==> config.mk <==
export PLATFORM = sky130hd
export DESIGN_NAME = fucs_sender
export DESIGN_NICKNAME = d
export VERILOG_FILES = /design/src/rtl/fucs_pkg.sv /design/src/rtl/fucs_sender.sv
export SDC_FILE = /design/constraint.sdc
export NUM_CORES = 1
export LEC_CHECK = 0
export BUFFER_PORTS_ARGS = -buffer_cell sky130_fd_sc_hd__buf_2
export CORE_ASPECT_RATIO = 1.75
export CORE_MARGIN = 2
export CORE_UTILIZATION = 50
export DETAILED_ROUTE_END_ITERATION = 12
export PLACE_DENSITY = 0.69
export SYNTH_ARGS = -nofsm -noshare
export SYNTH_HDL_FRONTEND = slang
export SYNTH_SLANG_ARGS = --single-unit
==> constraint.sdc <==
create_clock -name core_clk_i -period 2.48 [get_ports core_clk_i]
set_input_delay 0 -clock core_clk_i [delete_from_list [all_inputs] [get_ports core_clk_i]]
set_output_delay 0 -clock core_clk_i [all_outputs]
set_load 0.005 [all_outputs]
==> src/rtl/fucs_pkg.sv <==
package fucs_pkg;
   // timing
   localparam int unsigned CLK_HZ          = 100_000_000;
   localparam int unsigned BIT_RATE_BPS    = 2_400_000;
   // half bit period, rounded down so the bit rate is never below 2.4 Mbps
   localparam int unsigned HALF_BIT_CYC_RAW = CLK_HZ / (2 * BIT_RATE_BPS);
   localparam int unsigned HALF_BIT_CYC    = (HALF_BIT_CYC_RAW < 1) ? 1 : HALF_BIT_CYC_RAW;
   localparam int unsigned DATA_BITS       = 8;
   // commands
   localparam logic [7:0]  CMD_SESSION_BEGIN = 8'h10;
   localparam logic [7:0]  CMD_ERASE         = 8'h11;
   localparam logic [7:0]  CMD_PROGRAM       = 8'h12;
   // erase block selector range and padding
   localparam logic [7:0]  SEL_MAX         = 8'h25;
   localparam logic [7:0]  PAD_BYTE        = 8'hff;
   localparam int unsigned UNIT_BYTES      = 256;
   localparam int unsigned SIZE_BYTES      = 4;
   // default example session
   localparam logic [7:0]  DEF_SELECTOR    = 8'h07;
   localparam logic [31:0] DEF_PROG_SIZE   = 32'h0000_2000;
   localparam logic [3:0]  IND_SUCCESS     = 4'hf;
   localparam logic [3:0]  IND_ERROR       = 4'h5;
   localparam logic [3:0]  IND_OFF         = 4'h0;
   // erase block sizes: selectors below this are 16 KiB blocks, the rest 4 KiB
   localparam logic [7:0]  SEL_FIRST_SMALL = 8'h1e;
   localparam logic [31:0] BIG_BLOCK_BYTES = 32'h0000_4000;
   localparam logic [31:0] SMALL_BLOCK_BYTES = 32'h0000_1000;

   typedef enum logic [3:0] {
      FUCS_IDLE, FUCS_SEND, FUCS_WAIT, FUCS_DONE, FUCS_FAIL
   } fucs_state_e;

   typedef enum logic [2:0] {
      FUCS_PH_BEGIN, FUCS_PH_ERASE, FUCS_PH_SEL, FUCS_PH_PROG, FUCS_PH_SIZE, FUCS_PH_DATA, FUCS_PH_END
   } fucs_phase_e;
endpackage : fucs_pkg

==> src/rtl/fucs_sender.sv <==
// Function
// - every character is 8 data bits, lsb first, at 2.4 Mbps; 20-cycle half bits at 100 MHz give 2.5 Mbps here.
// - this master makes and drives the serial bit clock; the slave never drives it.
// - the next step starts only after a rising edge of the handshake line.
// - commands are 10h session begin, 11h erase, 12h program.
// - the erase request names exactly one erase block of the 38 blocks.
// - after erasure the master sends a four byte size then the programming data.
// - the session starts only on a trigger input event.
// - on success the four indicator outputs show the success pattern.
// - multi-byte values follow the byte order strap, 0 little, 1 big endian.
// - the selector byte follows the erase command and lies in 00h to 25h.
// - the size is nonzero and no larger than the selected block.
// - data goes in 256-byte units, a short last unit padded with ffh.
`timescale 1ns/100ps
module fucs_sender #(
   parameter logic [7:0]  ERASE_SELECTOR = fucs_pkg::DEF_SELECTOR,
   parameter logic [31:0] PROG_SIZE      = fucs_pkg::DEF_PROG_SIZE
) (
   input  wire logic       core_clk_i,
   input  wire logic       rst_n_i,
   input  wire logic       trigger_input_i,
   input  wire logic       handshake_input_i,
   input  wire logic       byte_order_strap_i,
   input  wire logic [7:0] prog_data_i,
   output logic            prog_data_req_o,
   output logic            serial_bit_clock_pin_o,
   output logic            serial_bit_clock_pin_oe_o,
   output logic            serial_tx_pin_o,
   output logic            serial_tx_pin_oe_o,
   output logic [3:0]      indicator_o,
   output logic            busy_o
);

   typedef struct packed {
      fucs_pkg::fucs_state_e state;
      fucs_pkg::fucs_phase_e phase;
      logic [7:0]            shift;
      logic [3:0]            bit_cnt;
      logic [7:0]            div_cnt;
      logic                  sck;
      logic                  tx;
      logic                  oe;
      logic [1:0]            size_idx;
      logic [31:0]           byte_cnt;
      logic                  big_endian;
      logic                  trig_d;
      logic                  hs_d;
      logic                  data_req;
      logic [3:0]            ind;
      logic                  busy;
   } fucs_regs_s;

   fucs_regs_s r_reg;
   fucs_regs_s r_next;

   logic [31:0] blk_size;
   logic [7:0]  size_byte;
   logic [1:0]  lane;
   logic [31:0] padded_total;
   logic        params_ok;

   ////////////////////////////////////////////////////////////////////////////
   always_comb begin
      blk_size  = (ERASE_SELECTOR < fucs_pkg::SEL_FIRST_SMALL) ? fucs_pkg::BIG_BLOCK_BYTES
                                                              : fucs_pkg::SMALL_BLOCK_BYTES;
      params_ok = (ERASE_SELECTOR <= fucs_pkg::SEL_MAX) && (PROG_SIZE != 32'h0000_0000)
                  && (PROG_SIZE <= blk_size);
      // round size up to whole units
      padded_total = (PROG_SIZE + 32'(fucs_pkg::UNIT_BYTES - 1)) & ~32'(fucs_pkg::UNIT_BYTES - 1);
      lane      = r_reg.big_endian ? 2'(fucs_pkg::SIZE_BYTES - 1) - r_reg.size_idx : r_reg.size_idx;
      size_byte = PROG_SIZE[8*lane +: 8];
   end

   ////////////////////////////////////////////////////////////////////////////
   always_comb begin
      r_next          = r_reg;
      r_next.trig_d   = trigger_input_i;
      r_next.hs_d     = handshake_input_i;
      r_next.data_req = 1'b0;
      case (r_reg.state)
         fucs_pkg::FUCS_IDLE: begin
            r_next.oe  = 1'b0;
            r_next.sck = 1'b1;
            r_next.tx  = 1'b1;
            if (trigger_input_i && !r_reg.trig_d) begin
               r_next.big_endian = byte_order_strap_i;
               r_next.ind        = fucs_pkg::IND_OFF;
               if (params_ok) begin
                  r_next.phase   = fucs_pkg::FUCS_PH_BEGIN;
                  r_next.shift   = fucs_pkg::CMD_SESSION_BEGIN;
                  r_next.bit_cnt = 4'h0;
                  r_next.div_cnt = 8'h00;
                  // a finished session leaves the last size lane behind; restart from the first
                  r_next.size_idx = 2'h0;
                  r_next.oe      = 1'b1;
                  r_next.state   = fucs_pkg::FUCS_SEND;
               end else begin
                  r_next.state = fucs_pkg::FUCS_FAIL;
               end
            end
         end
         fucs_pkg::FUCS_SEND: begin
            // tx changes on the falling edge, slave samples on the rising edge
            if (r_reg.div_cnt == 8'(fucs_pkg::HALF_BIT_CYC - 1)) begin
               r_next.div_cnt = 8'h00;
               if (r_reg.sck) begin
                  if (r_reg.bit_cnt == 4'(fucs_pkg::DATA_BITS)) begin
                     r_next.bit_cnt = 4'h0;
                     r_next.tx      = 1'b1;
                     // one byte done; pick what follows
                     case (r_reg.phase)
                        fucs_pkg::FUCS_PH_BEGIN, fucs_pkg::FUCS_PH_SEL, fucs_pkg::FUCS_PH_DATA:
                           r_next.state = fucs_pkg::FUCS_WAIT;
                        fucs_pkg::FUCS_PH_ERASE: begin
                           r_next.phase = fucs_pkg::FUCS_PH_SEL;
                           r_next.shift = ERASE_SELECTOR;
                        end
                        fucs_pkg::FUCS_PH_PROG: begin
                           r_next.phase    = fucs_pkg::FUCS_PH_SIZE;
                           r_next.size_idx = 2'h0;
                           r_next.shift    = size_byte;
                        end
                        fucs_pkg::FUCS_PH_SIZE: begin
                           if (r_reg.size_idx == 2'(fucs_pkg::SIZE_BYTES - 1)) begin
                              r_next.phase    = fucs_pkg::FUCS_PH_DATA;
                              r_next.byte_cnt = 32'h0;
                              r_next.state    = fucs_pkg::FUCS_WAIT;
                           end else begin
                              r_next.size_idx = r_reg.size_idx + 2'h1;
                           end
                        end
                        default: r_next.state = fucs_pkg::FUCS_FAIL;
                     endcase
                  end else begin
                     r_next.sck   = 1'b0;
                     r_next.tx    = r_reg.shift[0];
                     r_next.shift = {1'b1, r_reg.shift[7:1]};
                  end
               end else begin
                  r_next.sck     = 1'b1;
                  r_next.bit_cnt = r_reg.bit_cnt + 4'h1;
               end
            end else begin
               r_next.div_cnt = r_reg.div_cnt + 8'h01;
            end
            // size bytes load one at a time, in strap order
            if (r_reg.phase == fucs_pkg::FUCS_PH_SIZE && r_reg.bit_cnt == 4'h0 && r_reg.div_cnt == 8'h00
                && r_reg.sck && r_reg.size_idx != 2'h0) begin
               r_next.shift = size_byte;
            end
         end
         fucs_pkg::FUCS_WAIT: begin
            // data bytes stream without handshake inside a unit; the slave is busy only between units
            if (r_reg.phase == fucs_pkg::FUCS_PH_DATA && r_reg.byte_cnt != 32'h0
                && r_reg.byte_cnt[7:0] != 8'h00) begin
               r_next.shift    = (r_reg.byte_cnt < PROG_SIZE) ? prog_data_i : fucs_pkg::PAD_BYTE;
               r_next.data_req = r_reg.byte_cnt < PROG_SIZE;
               r_next.byte_cnt = r_reg.byte_cnt + 32'h1;
               r_next.state    = fucs_pkg::FUCS_SEND;
            end else if (handshake_input_i && !r_reg.hs_d) begin
               r_next.state = fucs_pkg::FUCS_SEND;
               case (r_reg.phase)
                  fucs_pkg::FUCS_PH_BEGIN: begin
                     r_next.phase = fucs_pkg::FUCS_PH_ERASE;
                     r_next.shift = fucs_pkg::CMD_ERASE;
                  end
                  fucs_pkg::FUCS_PH_SEL: begin
                     r_next.phase = fucs_pkg::FUCS_PH_PROG;
                     r_next.shift = fucs_pkg::CMD_PROGRAM;
                  end
                  fucs_pkg::FUCS_PH_DATA: begin
                     if (r_reg.byte_cnt == padded_total) begin
                        r_next.oe    = 1'b0;
                        r_next.state = fucs_pkg::FUCS_DONE;
                     end else begin
                        r_next.shift    = prog_data_i;
                        r_next.data_req = 1'b1;
                        r_next.byte_cnt = r_reg.byte_cnt + 32'h1;
                     end
                  end
                  default: r_next.state = fucs_pkg::FUCS_FAIL;
               endcase
            end
         end
         fucs_pkg::FUCS_DONE: begin
            // success shows only once the sequencer is idle again
            r_next.ind   = fucs_pkg::IND_SUCCESS;
            r_next.state = fucs_pkg::FUCS_IDLE;
         end
         fucs_pkg::FUCS_FAIL: begin
            r_next.ind   = fucs_pkg::IND_ERROR;
            r_next.oe    = 1'b0;
            r_next.state = fucs_pkg::FUCS_IDLE;
         end
         default: r_next.state = fucs_pkg::FUCS_IDLE;
      endcase
      r_next.busy = (r_next.state != fucs_pkg::FUCS_IDLE);
   end

   ////////////////////////////////////////////////////////////////////////////
   always_ff @(posedge core_clk_i or negedge rst_n_i) begin
      if (!rst_n_i) begin
         r_reg       <= '0;
         r_reg.state <= fucs_pkg::FUCS_IDLE;
         r_reg.sck   <= 1'b1;
         r_reg.tx    <= 1'b1;
         r_reg.shift <= fucs_pkg::PAD_BYTE;
      end else begin
         r_reg <= r_next;
      end
   end

   assign serial_bit_clock_pin_o    = r_reg.sck;
   assign serial_bit_clock_pin_oe_o = r_reg.oe;
   assign serial_tx_pin_o           = r_reg.tx;
   assign serial_tx_pin_oe_o        = r_reg.oe;
   assign indicator_o               = r_reg.ind;
   assign prog_data_req_o           = r_reg.data_req;
   assign busy_o                    = r_reg.busy;

endmodule : fucs_sender

# --- Yosys cells after proc, flatten, opt, wreduce, memory -nomap -nowiden ---
# Index checks and enable logic that the tools add are counted.
classes:
  n_shift: 1
  order_cmp: 1
  n_reduce_logical: 37
  n_eq_ne: 37
  n_addsub: 5
  mux: 58
op_table:
  columns: ["cell", "n"]
  rows:
  - ["$mux W32", 6]
  - ["$mux W34", 3]
  - ["$pmux W32 S2", 1]
  - ["$mux W8", 6]
  - ["$pmux W4 S3", 3]
  - ["$pmux W11 S3", 1]
  - ["$add A32 B1 Y32 const B", 1]
  - ["$eq A32 B14 Y1 const B", 1]
  - ["$lt A32 B14 Y1 const B", 1]
  - ["$reduce_bool A32 Y1", 1]
  - ["$shiftx A32 B6 Y8 const A", 1]
  - ["$mux W15", 2]
  - ["$pmux W14 S2", 1]
  - ["$mux W27", 1]
  - ["$ne A3 B3 Y1 const B", 8]
  - ["$pmux W8 S3", 1]
  - ["$ne A2 B2 Y1 const B", 10]
  - ["$mux W19", 1]
  - ["$mux W4", 4]
  - ["$pmux W8 S2", 1]
  - ["$mux W7", 2]
  - ["$mux W1", 13]
  - ["$ne A5 B3 Y1 const B", 2]
  - ["$reduce_and A10 Y1", 1]
  - ["42 further kinds", 67]
word_totals:
  wordCells: 155
  out_inout_bits: 10
  register_bits: 73
  inputBits: 13

# --- Longest topological paths before layout ---
logic_depth:
  word_depth: 9
  ltp_mapped: 10
  ltp_nobuf: 8

# --- Worst setup path after synthesis ---
# No wires, ideal clock.
synth_timing:
  kind: "register to register"
  startpoint: "reg r_reg[9] in the netlist's numbering"
  endpoint: "reg r_reg[12] in the netlist's numbering"
  synth_period_minus_slack_ns: 2.199
  stages_incl_launch_ff: 11
  setup_slack_ns: 0.281
  arrival_time_ns: 2.083
  path_buffers: 2
  cell_sequence: "dfrtp_1 -> inv_1 -> ha_1 -> nor3b_1 -> nand2_1 -> o22ai_1 -> a32o_1 -> clkbuf_1 -> buf_2 -> nand2_1 -> o311ai_0"
synth_via:
  elab_chain_cells: 6
  elab_cells_between_ends: 15
synth_rtl:
  columns: ["element", "line", "rtl"]
  rows:
  - ["from (decl)", "fucs_sender.sv:53", "fucs_regs_s r_reg;"]
  - ["from (signal assigned)", "fucs_sender.sv:209", "r_reg <= r_next;"]
  - ["$add A32 B1 Y32", "fucs_sender.sv:158, fucs_sender.sv:178", null]
  - ["$mux W32", "fucs_sender.sv:172", "if (r_reg.byte_cnt == padded_total) begin"]
  - ["$mux W32", "fucs_sender.sv:162", "case (r_reg.phase)"]
  - ["$mux W32", "fucs_sender.sv:160", "end else if (handshake_input_i && !r_reg.hs_d) begin"]
  - ["$mux W32", "fucs_sender.sv:154", "if (r_reg.phase == fucs_pkg::FUCS_PH_DATA && r_reg.byte_cnt != 32'h0"]
  - ["$pmux W32 S2", "fucs_sender.sv:80", "case (r_reg.state)"]
# Several ways; a longest one is shown, not always the timed one. The select of a mux whose other input is x is not followed.
# A chain may end at the register's enable or synchronous reset.

# --- Final worst setup path ---
layout_timing:
  startpoint: "reg r_reg[72] in the netlist's numbering"
  endpoint: "reg r_reg[60] in the netlist's numbering"
layout_via:
  elab_chain_cells: 3
  elab_cells_between_ends: 13
layout_rtl:
  columns: ["element", "line"]
  rows:
  - ["$eq A4 B2 Y1 (tied with other cells)", "fucs_sender.sv:80"]
  - ["$ne A5 B3 Y1 (no line) (tied with other cells)", null]
  - ["$reduce_and A8 Y1 (no line)", null]
# Several ways; a longest one is shown, not always the timed one.

==> summary.md <==
| Metric | Value |
|---|---|
| Status | finished clean |
| Ant diodes | 0 |
| Final GP Congestion | between 0.9 and 1 |
| Crit path largest cell delay | 0.85 ns |
| Area grow syn2layout | 18.3% |
| Avg WL per Cell | approximately 18 um |
| Synth top area cells | dfrtp_1 (35%), dfstp_2 (6.1%), o21ai_0 (5.9%) |
| Share of the synthesized area in the top cell type | between 30% and 40% |
| Slowest stage cell on the critical path | or4b_2 |
| Root Driver | clkbuf_16 |
| R2R cell count | 5 |
| MaxCap Viol Count | 0 |
| Largest net degree at the start of global routing | 45 |
| Drt first pass iters | 5 |
| Normalized max-slew margin | 57.4% |
| FILL cells | approximately 770 |
| CTS Buffer Depth | 2 |
| Worst skew pair latency | 0.35 ns |
| Largest register FFs | 64 |
| Post-synth top area cell | dfrtp_1 |
| Worst hold path type | primary input to flop |
| Reg2reg start | r_reg[72]$_DFF_PN0_ |
| Io pins | 23 |
| Vias/cell | just over 6 |
| Avg Cell Area, Syn | a little under 9 um^2 |
| Max frequency | about 420 MHz |
| Max IR drop VDD | roughly 0.36 mV |
| Setup violators final | 0 |
| Starting density of the core | around 52% |
| Num CTS Buffers | 9 |
| Crit end category | flop |
| Setup tns final | 0 ns |
| R2R Path End | r_reg[60]$_DFFE_PN1P_ |
| Seq cells post-synth | 71 |
| Initial antenna violation count | 0 |
| Chip height | about 130 um |
| Post-synthesis cell type count | between 60 and 70 |
| Max-slew violation count | 0 |
| Post-Route WL | between 10000 and 15000 um |
| Mapped Cells | 497 |
| Gr usage total | about 27% |
| Final worst path period need | between 2 and 2.5 ns |
| Post-route ant nets | 0 |
| Number of global-route vias before repair | 4204 |
| Initial DRC count | 230 |
| Nets@finish | 564 |
| Total power | approximately 2900 uW |
| WHS Endpoint | r_reg[63]$_DFFE_PN1P_ |
| Critical-path cell list | or4b_2 -> o31ai_1 -> nor3b_4 -> buf_12 -> mux2_2 |
| Via Count | 4057 |
| Synth warn | 0 |
| CP required | between 2 and 3 ns |
| Final instance area | a little over 0.005 mm^2 |
| Die Wd | roughly 74 um |
| Die ar. | between 0.009 and 0.01 mm^2 |
| Top_reg_cell synth | dfrtp_1 |
| Post-DP HPWL | between 8000 and 9000 um |
| Share of synthesized registers carrying an async set or reset | 100% |
| Final worst-path cycle share | 95.3% |
| Min-Delay Path Depth | 4 |
| Clk slew on worst S/H paths | around 0.06 ns |
| WP data arrival | between 2 and 3 ns |
| WHS | ~0.019 ns |
| Worst-path fanout max | 9 |
| DRC | 0 |
| Clk sinks | 71 |
| Pleak | about 0.0022 uW |
| FF-to-FF setup slack | roughly 0.12 ns |
| Hold_sp | prog_data_i[5] |
| Port bufs | 22 |
| Final hold vios | 0 |
| Tightest Pin Transition | 0.639 ns |
| Register area share after synthesis | 41.3% |
| Syn Nets | between 500 and 600 |
| CTS tree | yes |
| CP Class | flop to flop |
| Core Rows | 44 |
| First-pass GRT wire length | between 15000 and 20000 um |
| Power per cell area | approximately 560 mW/mm^2 |
| Core ar. | between 0.008 and 0.009 mm^2 |
| Mapped Area | around 0.0043 mm^2 |
| EDFF count, synth | 0 |
| Placed cell area | between 0.004 and 0.005 mm^2 |
| Startpoint Class | flop |
| Layout cell share with drive strength beyond 1 | around a fifth |
| Grt ovf | 0 |
| Most frequent cells after synthesis | dfrtp_1 (61), nand2_1 (61), o21ai_0 (51), nor2_1 (48), nand3_1 (26) |
| Number of H-tree levels | 3 |
| Fin Clk Skew | roughly 0.007 ns |
cells in the final DEF (no fill, tap or decap), types with 3 or more instances in the layout:
master,synthesis,final
buf_4,5,33
and4_1,4,4
mux2_2,9,9
clkinv_2,0,3
o31ai_1,4,4
o22ai_1,3,3
buf_2,5,22
nor3_1,10,10
a21oi_1,25,24
nor2b_1,5,5
o211ai_1,3,3
nor4_1,6,6
inv_1,10,10
dlygate4sd3_1,0,5
o21ai_0,51,51
nand3_1,26,26
a22oi_1,6,6
nor4b_1,4,4
and3_1,12,12
ha_1,8,8
dfrtp_1,61,61
a31oi_1,20,20
nand2_1,61,61
nor2_1,48,48
o21ai_1,3,3
and2_1,3,3
a21oi_2,2,3
nand4_1,12,12
dfstp_2,10,10
and3b_1,4,4
nand2b_1,7,7
clkbuf_16,0,9
nor3b_1,5,5
or3_1,4,4
layer usage:
layer / GRT usage [%] / routed length, um / vias to the layer above
met5: 0 / 0 / -
li1: - / - / 1922
met4: 20.0 / 664 / 0
met3: 3.55 / 410 / 44
met1: 27.7 / 4320 / 1976
met2: 47.7 / 6290 / 115
report_power, final:
part	internal (uW)	leakage [uW]	switching, uW
logic	104	0.00111	123
clock network	903	0.000162	503
registers	1200	0.000928	40.8
total	2210	0.00220	667
cell families after synthesis:
kind of cell    Yosys count  synth area share (%)
compound gates          139                  20.4
xor+xnor                  2                 0.405
fa+ha+maj                 8                  2.31
buf+inv                  38                  4.94
flops                    71                  41.3
mux                      11                  2.80
other cells               1                0.0866
simple gates            227                  27.7
repair_timing:
item | CTS | global route
endpoints found under the hold margin | 31 | 0
setup buffers | 0 | 1
setup endpoints to repair | 0 | 30
hold buffers | 5 | 0
gates resized for setup | 0 | 6
stage by stage:
step           setup WS, ns  std cells  utilization [%]
2_1_floorplan         0.281        497                -
3_3_place_gp          0.138        641             56.1
3_5_place_dp         0.0743        641             56.1
4_1_cts              0.0569        662             60.5
5_1_grt            -0.00135        663             61.2
6_report              0.117        663             61.2
worst max-delay path, delay by kind of cell, from the launching register on:
| kind | cells | cell delay (ns) |
|---|---|---|
| buffers and inverters | 1 | 0.15 |
| flip-flops | 1 | 0.48 |
| AO/OA/AOI/OAI | 1 | 0.45 |
| AND/OR/NAND/NOR | 2 | 0.95 |
| multiplexers | 1 | 0.27 |
worst max path at each step:
| stage | startpoint | endpoint | depth (start not counted) |
|---|---|---|---|
| 5_1_grt | r_reg[72]$_DFF_PN0_ | r_reg[33]$_DFFE_PN0P_ | 6 |
| 3_5_place_dp | r_reg[48]$_DFFE_PN0P_ | r_reg[60]$_DFFE_PN1P_ | 6 |
| 2_1_floorplan | r_reg[9]$_DFFE_PN0P_ | r_reg[12]$_DFFE_PN0P_ | 10 |
| 6_report | r_reg[72]$_DFF_PN0_ | r_reg[60]$_DFFE_PN1P_ | 5 |
| 3_3_place_gp | r_reg[9]$_DFFE_PN0P_ | r_reg[65]$_DFFE_PN1P_ | 9 |
| 4_1_cts | r_reg[9]$_DFFE_PN0P_ | r_reg[33]$_DFFE_PN0P_ | 9 |
final cells by class:
cell class                      instances  area, um^2  area share [%]
Timing Repair Buffer                   63         459            8.96
Inverter                               10        37.5           0.733
Clock buffer                           10         239            4.67
Sequential cell                        71        1790            34.9
Tap cell                              115         144            2.81
Clock inverter                          6        83.8            1.64
Multi-Input combinational cell        388        2370            46.3
Note: power is estimated with default switching activity, not from simulation.
